### config.mk
export PLATFORM = sky130hd
export DESIGN_NAME = plc_top
export DESIGN_NICKNAME = d
export VERILOG_FILES = /design/src/plc_pkg.sv /design/src/plc_led_chan.sv /design/src/plc_top.sv
export SDC_FILE = /design/constraint.sdc
export NUM_CORES = 1
export LEC_CHECK = 0
export BUFFER_PORTS_ARGS = -buffer_cell sky130_fd_sc_hd__buf_2
export CAP_MARGIN = 20
export CELL_PAD_IN_SITES_DETAIL_PLACEMENT = 1
export CELL_PAD_IN_SITES_GLOBAL_PLACEMENT = 1
export CORE_UTILIZATION = 31
export CTS_CLUSTER_DIAMETER = 50
export DETAILED_ROUTE_END_ITERATION = 10
export PLACE_DENSITY_LB_ADDON = 0.1
export SYNTH_ARGS = -nofsm -noshare
export SYNTH_HDL_FRONTEND = slang
export SYNTH_SLANG_ARGS = --single-unit
### constraint.sdc
create_clock -name i_clock -period 3.6 [get_ports i_clock]
set_input_delay 0.72 -clock i_clock [delete_from_list [all_inputs] [get_ports i_clock]]
set_output_delay 0.72 -clock i_clock [all_outputs]
set_load 0.1 [all_outputs]
### src/plc_pkg.sv
// Package for the port LED and output control block.
// Assumes a 10 MHz system clock and synchronous active-low reset.
package plc_pkg;
   localparam int PORTS = 4;
   localparam int CLK_HZ = 10000000;
   localparam int BLINK_STEP_US = 2500;
   localparam int STEP_CYCLES = BLINK_STEP_US * (CLK_HZ / 1000000);
   localparam logic [7:0] INTENSITY_RST = 8'h00;
   localparam logic [7:0] BLINK_TIME_RST = 8'h01;
   localparam logic OUT_A_RST = 1'b1;
   localparam logic OUT_B_RST = 1'b0;
   localparam logic PROTO_I2C = 1'b0;
   localparam logic PROTO_SPI = 1'b1;

   typedef enum logic [3:0] {
      PLC_LED_OFF = 4'h1,
      PLC_LED_ON = 4'h2,
      PLC_LED_PWM = 4'h4,
      PLC_LED_BLINK = 4'h8
   } plc_led_mode_t;

   typedef struct packed {
      plc_led_mode_t mode;
      logic [7:0] intensity;
      logic [7:0] on_time;
      logic [7:0] off_time;
   } plc_led_cfg_t;

   typedef enum logic [2:0] {
      PLC_OW_PORT = 3'h1,
      PLC_OW_DEVICE = 3'h2,
      PLC_OW_BCAST = 3'h4
   } plc_out_scope_t;

   typedef struct packed {
      logic en_a;
      logic en_b;
      logic val_a;
      logic val_b;
   } plc_out_cfg_t;
endpackage

### src/plc_led_chan.sv
// One LED channel: steady, dimmed or blinking drive, active low.
// Assumes a shared PWM phase and blink phase from the parent.
`timescale 1ns/1ps
module plc_led_chan (
   input wire logic i_clock,
   input wire logic i_rst_n,
   input wire plc_pkg::plc_led_cfg_t i_cfg,
   input wire logic [7:0] i_pwm_phase,
   input wire logic i_blink_on,
   output logic o_led_n
);
   logic lit_d;
   logic lit_q;
   wire pwm_lit = (i_pwm_phase < i_cfg.intensity); // intensity 0 never lights
   always_comb begin
      case (i_cfg.mode)
         plc_pkg::PLC_LED_ON: lit_d = 1'b1;
         plc_pkg::PLC_LED_PWM: lit_d = pwm_lit;
         plc_pkg::PLC_LED_BLINK: lit_d = pwm_lit & i_blink_on;
         default: lit_d = 1'b0;
      endcase
   end
   always_ff @(posedge i_clock) begin
      if (!i_rst_n) lit_q <= 1'b0;
      else lit_q <= lit_d;
   end
   assign o_led_n = ~lit_q;
   a_dark_at_zero: assert property (@(posedge i_clock) disable iff (!i_rst_n)
      (i_cfg.mode != plc_pkg::PLC_LED_ON && i_cfg.intensity == 8'h00)
      |=> (o_led_n == 1'b1))
      else $error("LED lit with zero intensity");
   a_off_dark: assert property (@(posedge i_clock) disable iff (!i_rst_n)
      i_cfg.mode == plc_pkg::PLC_LED_OFF |=> o_led_n == 1'b1)
      else $error("LED lit in off mode");
   a_on_lit_low: assert property (@(posedge i_clock) disable iff (!i_rst_n)
      i_cfg.mode == plc_pkg::PLC_LED_ON |=> o_led_n == 1'b0)
      else $error("LED not driven low in on mode");
endmodule // plc_led_chan

### src/plc_top.sv
// Four-port LED driver with blink timebase sharing and control outputs.
// Assumes synchronous inputs; the host protocol logic sits outside.
`timescale 1ns/1ps
// Behaviour
// - Strap level picks I2C or SPI host protocol mode.
// - Two LED drive lines per port, four ports.
// - LED lines are active low: low lights the LED.
// - LED lines tri-stated while in reset.
// - After reset LED lines driven high until configured.
// - Each LED is on, off, dimmed or blinking.
// - Blink on and off phases timed from separate settings.
// - 256 intensity settings; 0 dark, 255 brightest.
// - Intensity is not reset here; 0 keeps dimmed and blinking LEDs dark, on mode ignores it.
// - All ports blink from one common timebase.
// - SPI mode: drive or receive timebase on the sync pin.
// - I2C mode: chain head drives out, others relay in to out.
// - Two control outputs per port; update per port, device, or broadcast.
// - Control output enables reset to disabled, lines tri-stated.
// - First control line resets to one, second to zero.
module plc_top #(
   parameter int PORTS = plc_pkg::PORTS,
   parameter int STEP_CYCLES = plc_pkg::STEP_CYCLES
) (
   input wire logic i_clock,
   input wire logic i_rst_n,
   input wire logic i_proto_sel,
   input wire logic i_tb_master,
   input wire plc_pkg::plc_led_cfg_t [2*PORTS-1:0] i_led_cfg,
   input wire logic i_blink_sync_pin_i,
   input wire logic i_blink_chain_in,
   input wire logic i_out_we,
   input wire plc_pkg::plc_out_scope_t i_out_scope,
   input wire logic [1:0] i_out_port,
   input wire plc_pkg::plc_out_cfg_t i_out_wdata,
   output logic o_proto_spi,
   output logic [PORTS-1:0] o_led_c_n,
   output logic [PORTS-1:0] o_led_d_n,
   output logic o_led_oe,
   output logic o_blink_sync_pin_o,
   output logic o_blink_sync_pin_oe,
   output logic o_blink_chain_out,
   output logic [PORTS-1:0] o_out_a,
   output logic [PORTS-1:0] o_out_a_oe,
   output logic [PORTS-1:0] o_out_b,
   output logic [PORTS-1:0] o_out_b_oe
);
   logic proto_q;
   logic run_q;
   logic [7:0] pwm_q;
   logic [$clog2(STEP_CYCLES)-1:0] pre_q;
   logic step_tick;
   logic tb_q;
   logic tb_prev_q;
   logic tb_edge;
   logic blink_on_q;
   logic [7:0] phase_cnt_q;
   logic [PORTS-1:0] led_c_raw;
   logic [PORTS-1:0] led_d_raw;
   // Unpacked so each port's flop block owns its own element
   plc_pkg::plc_out_cfg_t out_q [PORTS];

   // Strap sampled each reset cycle; latched value held after release
   always_ff @(posedge i_clock) begin
      if (!i_rst_n) proto_q <= i_proto_sel;
   end
   assign o_proto_spi = proto_q;

   always_ff @(posedge i_clock) begin
      if (!i_rst_n) run_q <= 1'b0;
      else run_q <= 1'b1;
   end
   assign o_led_oe = run_q;

   // Internal 2.5 ms timebase tick
   assign step_tick = (pre_q == ($clog2(STEP_CYCLES))'(STEP_CYCLES - 1));
   always_ff @(posedge i_clock) begin
      if (!i_rst_n || step_tick) pre_q <= '0;
      else pre_q <= pre_q + 1'b1;
   end

   // Timebase source: own tick when master, else the incoming pin
   wire ext_tb = (proto_q == plc_pkg::PROTO_SPI) ? i_blink_sync_pin_i : i_blink_chain_in;
   wire tb_level = i_tb_master ? tb_q : ext_tb;
   always_ff @(posedge i_clock) begin
      if (!i_rst_n) begin
         tb_q <= 1'b0;
         tb_prev_q <= 1'b0;
      end else begin
         if (step_tick) tb_q <= ~tb_q;
         tb_prev_q <= tb_level;
      end
   end
   assign tb_edge = tb_level ^ tb_prev_q; // each toggle is one 2.5 ms step
   assign o_blink_sync_pin_o = tb_q;
   assign o_blink_sync_pin_oe = run_q && proto_q == plc_pkg::PROTO_SPI && i_tb_master;
   assign o_blink_chain_out = (proto_q == plc_pkg::PROTO_I2C) ? tb_level : 1'b1;

   // Shared blink phase for all ports; settings from LED 0 of port 0
   wire [7:0] on_t = (i_led_cfg[0].on_time == 8'h00) ? 8'h01 : i_led_cfg[0].on_time;
   wire [7:0] off_t = (i_led_cfg[0].off_time == 8'h00) ? 8'h01 : i_led_cfg[0].off_time;
   wire [7:0] phase_len = blink_on_q ? on_t : off_t;
   always_ff @(posedge i_clock) begin
      if (!i_rst_n) begin
         blink_on_q <= 1'b1;
         phase_cnt_q <= 8'h00;
      end else if (tb_edge) begin
         if (phase_cnt_q + 8'h01 >= phase_len) begin
            phase_cnt_q <= 8'h00;
            blink_on_q <= ~blink_on_q;
         end else phase_cnt_q <= phase_cnt_q + 8'h01;
      end
   end

   always_ff @(posedge i_clock) begin
      if (!i_rst_n) pwm_q <= 8'h00;
      else pwm_q <= pwm_q + 8'h01;
   end

   genvar g;
   generate
      for (g = 0; g < PORTS; g++) begin : g_port
         plc_led_chan u_c (
            .i_clock(i_clock),
            .i_rst_n(i_rst_n),
            .i_cfg(i_led_cfg[2*g]),
            .i_pwm_phase(pwm_q),
            .i_blink_on(blink_on_q),
            .o_led_n(led_c_raw[g])
         );
         plc_led_chan u_d (
            .i_clock(i_clock),
            .i_rst_n(i_rst_n),
            .i_cfg(i_led_cfg[2*g+1]),
            .i_pwm_phase(pwm_q),
            .i_blink_on(blink_on_q),
            .o_led_n(led_d_raw[g])
         );
         // Device and broadcast scopes both hit every local port
         wire hit = i_out_we && (i_out_scope != plc_pkg::PLC_OW_PORT
            || i_out_port == 2'(g));
         always_ff @(posedge i_clock) begin
            if (!i_rst_n) begin
               out_q[g].en_a <= 1'b0;
               out_q[g].en_b <= 1'b0;
               out_q[g].val_a <= plc_pkg::OUT_A_RST;
               out_q[g].val_b <= plc_pkg::OUT_B_RST;
            end else if (hit) out_q[g] <= i_out_wdata;
         end
         assign o_out_a[g] = out_q[g].val_a;
         assign o_out_b[g] = out_q[g].val_b;
         assign o_out_a_oe[g] = out_q[g].en_a;
         assign o_out_b_oe[g] = out_q[g].en_b;
      end
   endgenerate
   assign o_led_c_n = led_c_raw | {PORTS{~run_q}};
   assign o_led_d_n = led_d_raw | {PORTS{~run_q}};

   a_led_tristate: assert property (@(posedge i_clock)
      !i_rst_n |=> !o_led_oe) else $error("LED enabled in reset");
   // Lines forced high on the release edge, enable follows one edge later
   a_led_high_post: assert property (@(posedge i_clock)
      !i_rst_n ##1 i_rst_n |-> ((&o_led_c_n) && (&o_led_d_n)) ##1 o_led_oe)
      else $error("LED not high after reset");
   a_out_en_reset: assert property (@(posedge i_clock)
      !i_rst_n |=> (o_out_a_oe == '0 && o_out_b_oe == '0))
      else $error("Output enabled after reset");
   a_out_val_reset: assert property (@(posedge i_clock)
      !i_rst_n |=> (&o_out_a) && (o_out_b == '0))
      else $error("Output value reset wrong");
   a_out_bcast: assert property (@(posedge i_clock) disable iff (!i_rst_n)
      i_out_we && i_out_scope == plc_pkg::PLC_OW_BCAST
      |=> o_out_a_oe == {PORTS{$past(i_out_wdata.en_a)}})
      else $error("Broadcast write missed a port");
   a_sync_drive: assert property (@(posedge i_clock) disable iff (!i_rst_n)
      o_blink_sync_pin_oe |-> proto_q == plc_pkg::PROTO_SPI && i_tb_master)
      else $error("Sync pin driven wrongly");
   a_sync_toggle: assert property (@(posedge i_clock) disable iff (!i_rst_n)
      o_blink_sync_pin_oe && step_tick |=> o_blink_sync_pin_o != $past(o_blink_sync_pin_o))
      else $error("Sync pin missed a tick");
   a_chain_relay: assert property (@(posedge i_clock) disable iff (!i_rst_n)
      proto_q == plc_pkg::PROTO_I2C && !i_tb_master |-> o_blink_chain_out == i_blink_chain_in)
      else $error("Chain not relayed");
   a_tick_period: assert property (@(posedge i_clock) disable iff (!i_rst_n)
      step_tick |=> !step_tick) else $error("Tick too frequent");
   a_proto_hold: assert property (@(posedge i_clock) disable iff (!i_rst_n)
      $stable(i_rst_n) |=> $stable(o_proto_spi)) else $error("Protocol changed");
endmodule // plc_top

# [Yosys cells after proc, flatten, opt, wreduce, memory -nomap -nowiden]
# Memory sizes are Yosys's and may differ from the RTL's.
# Index checks and enable logic that the tools add are counted.
[word_totals] latchBits=0 ram_bits=16 ff_bits=44 word_cells=133 mem_bits_ro=0 mem_count=1 out_inout_bits=29 inputBits=240
[op_classes] n_reduce_logical=16 div_mod_pow=0 muxes=33 addsub=3 multipliers=0 n_bitwise=26 eq_ne=29 magnitude_cmp=9 shifts=0
[mem_list] memory="out_q" depth=4 width=4 rd=4 rd_ports_with_merged_regs=0 wr=4 line="plc_top.sv:60" source="plc_pkg::plc_out_cfg_t out_q [PORTS];"
[op_table] operator="$lt A8 B8 Y1" count=8
[op_table] operator="$eq A4 B2 Y1 const B" count=8
[op_table] operator="$eq A4 B3 Y1 const B" count=8
[op_table] operator="$eq A4 B4 Y1 const B" count=8
[op_table] operator="$mux W8" count=4
[op_table] operator="$pmux W1 S3" count=8
[op_table] operator="$mux W1" count=17
[op_table] operator="$add A8 B1 Y8 const B" count=2
[op_table] operator="$logic_not A8 Y1" count=2
[op_table] operator="$mux W4" count=4
[op_table] operator="$add A15 B1 Y15 const B" count=1
[op_table] operator="$eq A15 B15 Y1 const B" count=1
[op_table] operator="$not A1 Y1" count=11
[op_table] operator="$and A1 B1 Y1" count=8
[op_table] operator="$ge A8 B8 Y1" count=1
[op_table] operator="$or A4 B4 Y4" count=2
[op_table] operator="$logic_and A1 B1 Y1" count=6
[op_table] operator="$logic_or A1 B1 Y1" count=5
[op_table] operator="$eq A2 B2 Y1 const B" count=2
[op_table] operator="$or A1 B1 Y1" count=4
[op_table] operator="$ne A3 B1 Y1 const B" count=1
[op_table] operator="$eq A2 B1 Y1 const B" count=1
[op_table] operator="$logic_not A2 Y1" count=1
[op_table] operator="$reduce_and A2 Y1" count=1
[op_table] operator="other kinds (2)" count=2

# [Longest topological paths before layout]
[depth] word_depth=7 ltp_mapped=11 depth_no_buf=10

# [By module]
# From an unflattened synthesis, not the netlist that was laid out.
[hier_totals] hier_cells=510 hier_area_um2=4463.0
[by_module_without_submodules] mod="plc_top" n_inst=1 area_per_inst_um2=2551.2 cells_per_inst=262
[by_module_without_submodules] mod="plc_led_chan" n_inst=8 area_per_inst_um2=239.0 cells_per_inst=31

# [Worst setup path before layout]
# OpenSTA, ideal clock, no wires.
[synth_timing] path_type="flip-flop to output port" from="reg run_q, in the netlist o_led_oe" to="out o_blink_sync_pin_oe" path_buffers=1 setup_slack_ns=0.818 stages_incl_launch_ff=3 arrival_ns=2.062 path_cell_list="dfxtp_1 > clkbuf_1 > and3_1"
[synth_between] elab_chain_len=2
[synth_lines] element="from (decl)" line="plc_top.sv:48" source="logic run_q;"
[synth_lines] element="from (signal assigned)" line="plc_top.sv:69" source="if (!i_rst_n) run_q <= 1'b0;"
[synth_lines] element="from (signal assigned)" line="plc_top.sv:70" source="else run_q <= 1'b1;"
[synth_lines] element="$logic_and A1 B1 Y1 (2 in series)" line="plc_top.sv:95" source="assign o_blink_sync_pin_oe = run_q && proto_q == plc_pkg::PROTO_SPI && i_tb_master;"
[synth_lines] element="to (decl)" line="plc_top.sv:40" source="output logic o_blink_sync_pin_oe,"
# Every way passes these cells.

# [Worst setup path after layout]
[layout_timing] from="reg phase_cnt_q[0]" to="reg phase_cnt_q[5]"
[layout_between] elab_chain_len=3
[layout_lines] element="from (decl)" line="plc_top.sv:56" source="logic [7:0] phase_cnt_q;"
[layout_lines] element="from (signal assigned)" line="plc_top.sv:110" source="end else phase_cnt_q <= phase_cnt_q + 8'h01;"
[layout_lines] element="$add A8 B1 Y8 *" line="plc_top.sv:107, plc_top.sv:110"
[layout_lines] element="$ge A8 B8 Y1" line="plc_top.sv:107" source="if (phase_cnt_q + 8'h01 >= phase_len) begin"
[layout_lines] element="$mux W8 *" line="plc_top.sv:107"
# Every way passes the cells marked *; elsewhere a longest branch is shown, timed or not.
# A chain may end at the register's enable or synchronous reset.

==> flow_metrics.tcl <==
set metrics [dict create \
    finalHoldViolations 0 \
    syn-num-nets 818 \
    root_buffer "clkbuf_16" \
    postCtsSetupBuffers 0 \
    endpoint_kind "register" \
    drive_gt1_frac 0.272 \
    viasPerCell 4.82 \
    postCtsResizedCells 0 \
    r2r-start "phase_cnt_q[0]" \
    cts_buffers 9 \
    peakVddDrop_mv 0.344 \
    startpoint_type "register" \
    die_h_um 122 \
    hp-class "register to register" \
    yosys_register_bits 60 \
    drt_iter0_markers 116 \
    yosysTopAreaCellShare 0.196 \
    timing.rr.end "phase_cnt_q[5]" \
    fp-row-count 43 \
    critical_path_required_ns 3.83 \
    area.growth.synth_to_final_pct 28.7 \
    min_period_over_period 0.885 \
    min_period_ns 3.18 \
    clkTransAtPathRegs_ns 0.06 \
    syn_area_per_cell_sq_um 8.80 \
    postPlaceCellArea_sq_um 5470 \
    h-tree-depth 3 \
    skew_ns 0.00774 \
    grt_overflow_total 0 \
    grt_usage 0.172 \
    hold_start "pre_q[0]" \
    tns_ns 0 \
    max_cap_violations 0 \
    cts.sinks 60 \
    start_util 0.321 \
    final_nets 976 \
    path_class "register to register" \
    num_vias 4114 \
    grt_pass1_vias 4206 \
    grt_pass1_wl_mm 19.9 \
    slew_viol_final 0 \
    whs_path_depth 1 \
    worst_pin_slew_ns 0.603 \
    grt_max_degree 30 \
    wire_per_inst_um 14.5 \
    cellPowerDensity_nw_per_um2 367 \
    critPathArrivalTime_ns 3.42 \
    outcome "complete, no violations" \
    finalSetupViolCount 0 \
    wl_mm 12.4 \
    yosys_warnings 0 \
    diodes 0 \
    max_freq_ghz 0.314 \
    cts_tree "yes" \
    final_cell_mix "buf_2, ha_1, inv_1" \
    synth_cell_types 54 \
    min_to "pre_q[0]" \
    fill_cells 1692 \
    clock_latency_ns 0.33 \
    pin_count 269 \
    final_area_sq_um 5780 \
    gp_congestion 0.750 \
    syn_inst 511 \
    antenna_left 0 \
    core-area_sq_um 14000 \
    drc 0 \
    ctsHoldBuffers 0 \
    portBuffers 156 \
    yosysSeqAreaShare 0.303 \
    yosys-top-cells-area "dfxtp_1, ha_1, edfxtp_1, inv_1, nor2_1" \
    synth_top_area_cell "dfxtp_1" \
    dieArea_sq_um 15000 \
    netlist_area_sq_um 4490 \
    final_util 0.414 \
    drt_first_pass_iters 4 \
    power_leakage_nw 3.12 \
    hold_ws_ns 0.453 \
    clk_path_buf_depth 2 \
    layout_commonest_cell "buf_2" \
    dp_hpwl_mm 9.93 \
    reg2regPathDepth 10 \
    slew_headroom 0.594 \
    grt_setup_unrepaired "false" \
    ff2ff_setup_slack_ns 0.42 \
    path_max_fanout 6 \
    die_w_um 122 \
    antenna_found_initial 0 \
]
## per-stage QoR
| stage | power (mW) | setup slack [ns] | cells |
|---|---|---|---|
| 3_3_place_gp | 1.21 | 0.429 | 838 |
| 3_5_place_dp | 1.22 | 0.386 | 838 |
| 5_1_grt | 2.22 | 0.119 | 854 |
| 4_1_cts | 2.16 | 0.352 | 854 |
| 2_1_floorplan | 1.08 | 0.818 | 511 |
| 6_report | 2.13 | 0.415 | 854 |
## metal layers
| metal | vias up | wire [um] | track usage |
|---|---|---|---|
| met5 | - | 0 | 0 |
| met4 | 0 | 174 | 0.0595 |
| met3 | 10 | 506 | 0.0237 |
| met2 | 105 | 5790 | 0.293 |
| met1 | 1880 | 5950 | 0.221 |
| li1 | 2119 | - | - |
## Yosys cell counts, drive strengths merged
master / n
o31ai: 11
mux2i: 16
o2bb2ai: 1
nor4: 4
a21boi: 1
xor2: 16
clkinv: 1
nand2b: 14
xnor2: 11
dfxtp: 44
or2: 3
o21ai: 6
buf: 4
a21oi: 13
a221oi: 2
nor4b: 2
a31oi: 9
a21o: 20
a32o: 1
nand3b: 2
edfxtp: 16
nor3b: 2
nand3: 24
inv: 59
and2: 10
and3: 13
ha: 67
nand2: 32
and4: 1
nand4: 3
a211o: 1
o211ai: 1
clkbuf: 8
nor2: 47
o41ai: 1
or3: 10
a32oi: 5
o21a: 1
o31a: 7
a211oi: 8
mux2: 1
nor3: 3
nor2b: 10
## worst max-delay path, cell delays in order, from the launching register on
cell,delay [ns]
dfxtp_1,0.43
ha_1,0.23
nand3_1,0.17
or2_1,0.32
xnor2_1,0.21
ha_1,0.28
a21o_1,0.20
a221oi_2,0.30
o211ai_1,0.22
or2_0,0.47
o41ai_4,0.27
## layout make-up
type / instances / area, sq um / area share
Clock buffer: 12 / 246 / 0.0426
Timing Repair Buffer: 159 / 803 / 0.139
Inverter: 60 / 225 / 0.0389
Tap cell: 180 / 225 / 0.0389
Multi-Input combinational cell: 379 / 2850 / 0.493
Clock inverter: 4 / 72.6 / 0.0125
Sequential cell: 60 / 1360 / 0.235
## sequential cells by signal (all words and copies together), names as in the netlist
name,cells
out_q,16
phase_cnt_q,8
blink_on_q,1
g_port.u_c.lit_q,4
pre_q,15
o_blink_sync_pin_o,1
o_proto_spi,1
pwm_q,8
tb_prev_q,1
g_port.u_d.lit_q,4
o_led_oe,1
## worst max-delay path by stage
stage,startpoint,end,slack [ns]
3_3_place_gp,phase_cnt_q[0],phase_cnt_q[5],0.43
4_1_cts,phase_cnt_q[0],phase_cnt_q[5],0.35
5_1_grt,phase_cnt_q[2],phase_cnt_q[3],0.12
6_report,phase_cnt_q[0],phase_cnt_q[5],0.42
2_1_floorplan,o_led_oe,o_blink_sync_pin_oe,0.82
3_5_place_dp,phase_cnt_q[0],phase_cnt_q[5],0.39
## power breakdown
part / switching [mW] / total (mW) / internal, mW
registers: 0.0258 / 0.752 / 0.726
logic: 0.304 / 0.454 / 0.150
clock network: 0.296 / 0.920 / 0.623
## cell families (layout without fill, tap and decap cells)
family / count (synthesis) / after routing / synth area share
AO/OA/AOI/OAI: 88 / 88 / 0.149
flip-flops: 60 / 60 / 0.303
XOR/XNOR: 27 / 27 / 0.0543
AND/OR/NAND/NOR: 180 / 180 / 0.203
buffers and inverters: 72 / 235 / 0.0629
multiplexers: 17 / 17 / 0.0409
adder cells (fa/ha/maj): 67 / 67 / 0.187
No activity file was read; power rests on OpenSTA's default activity.
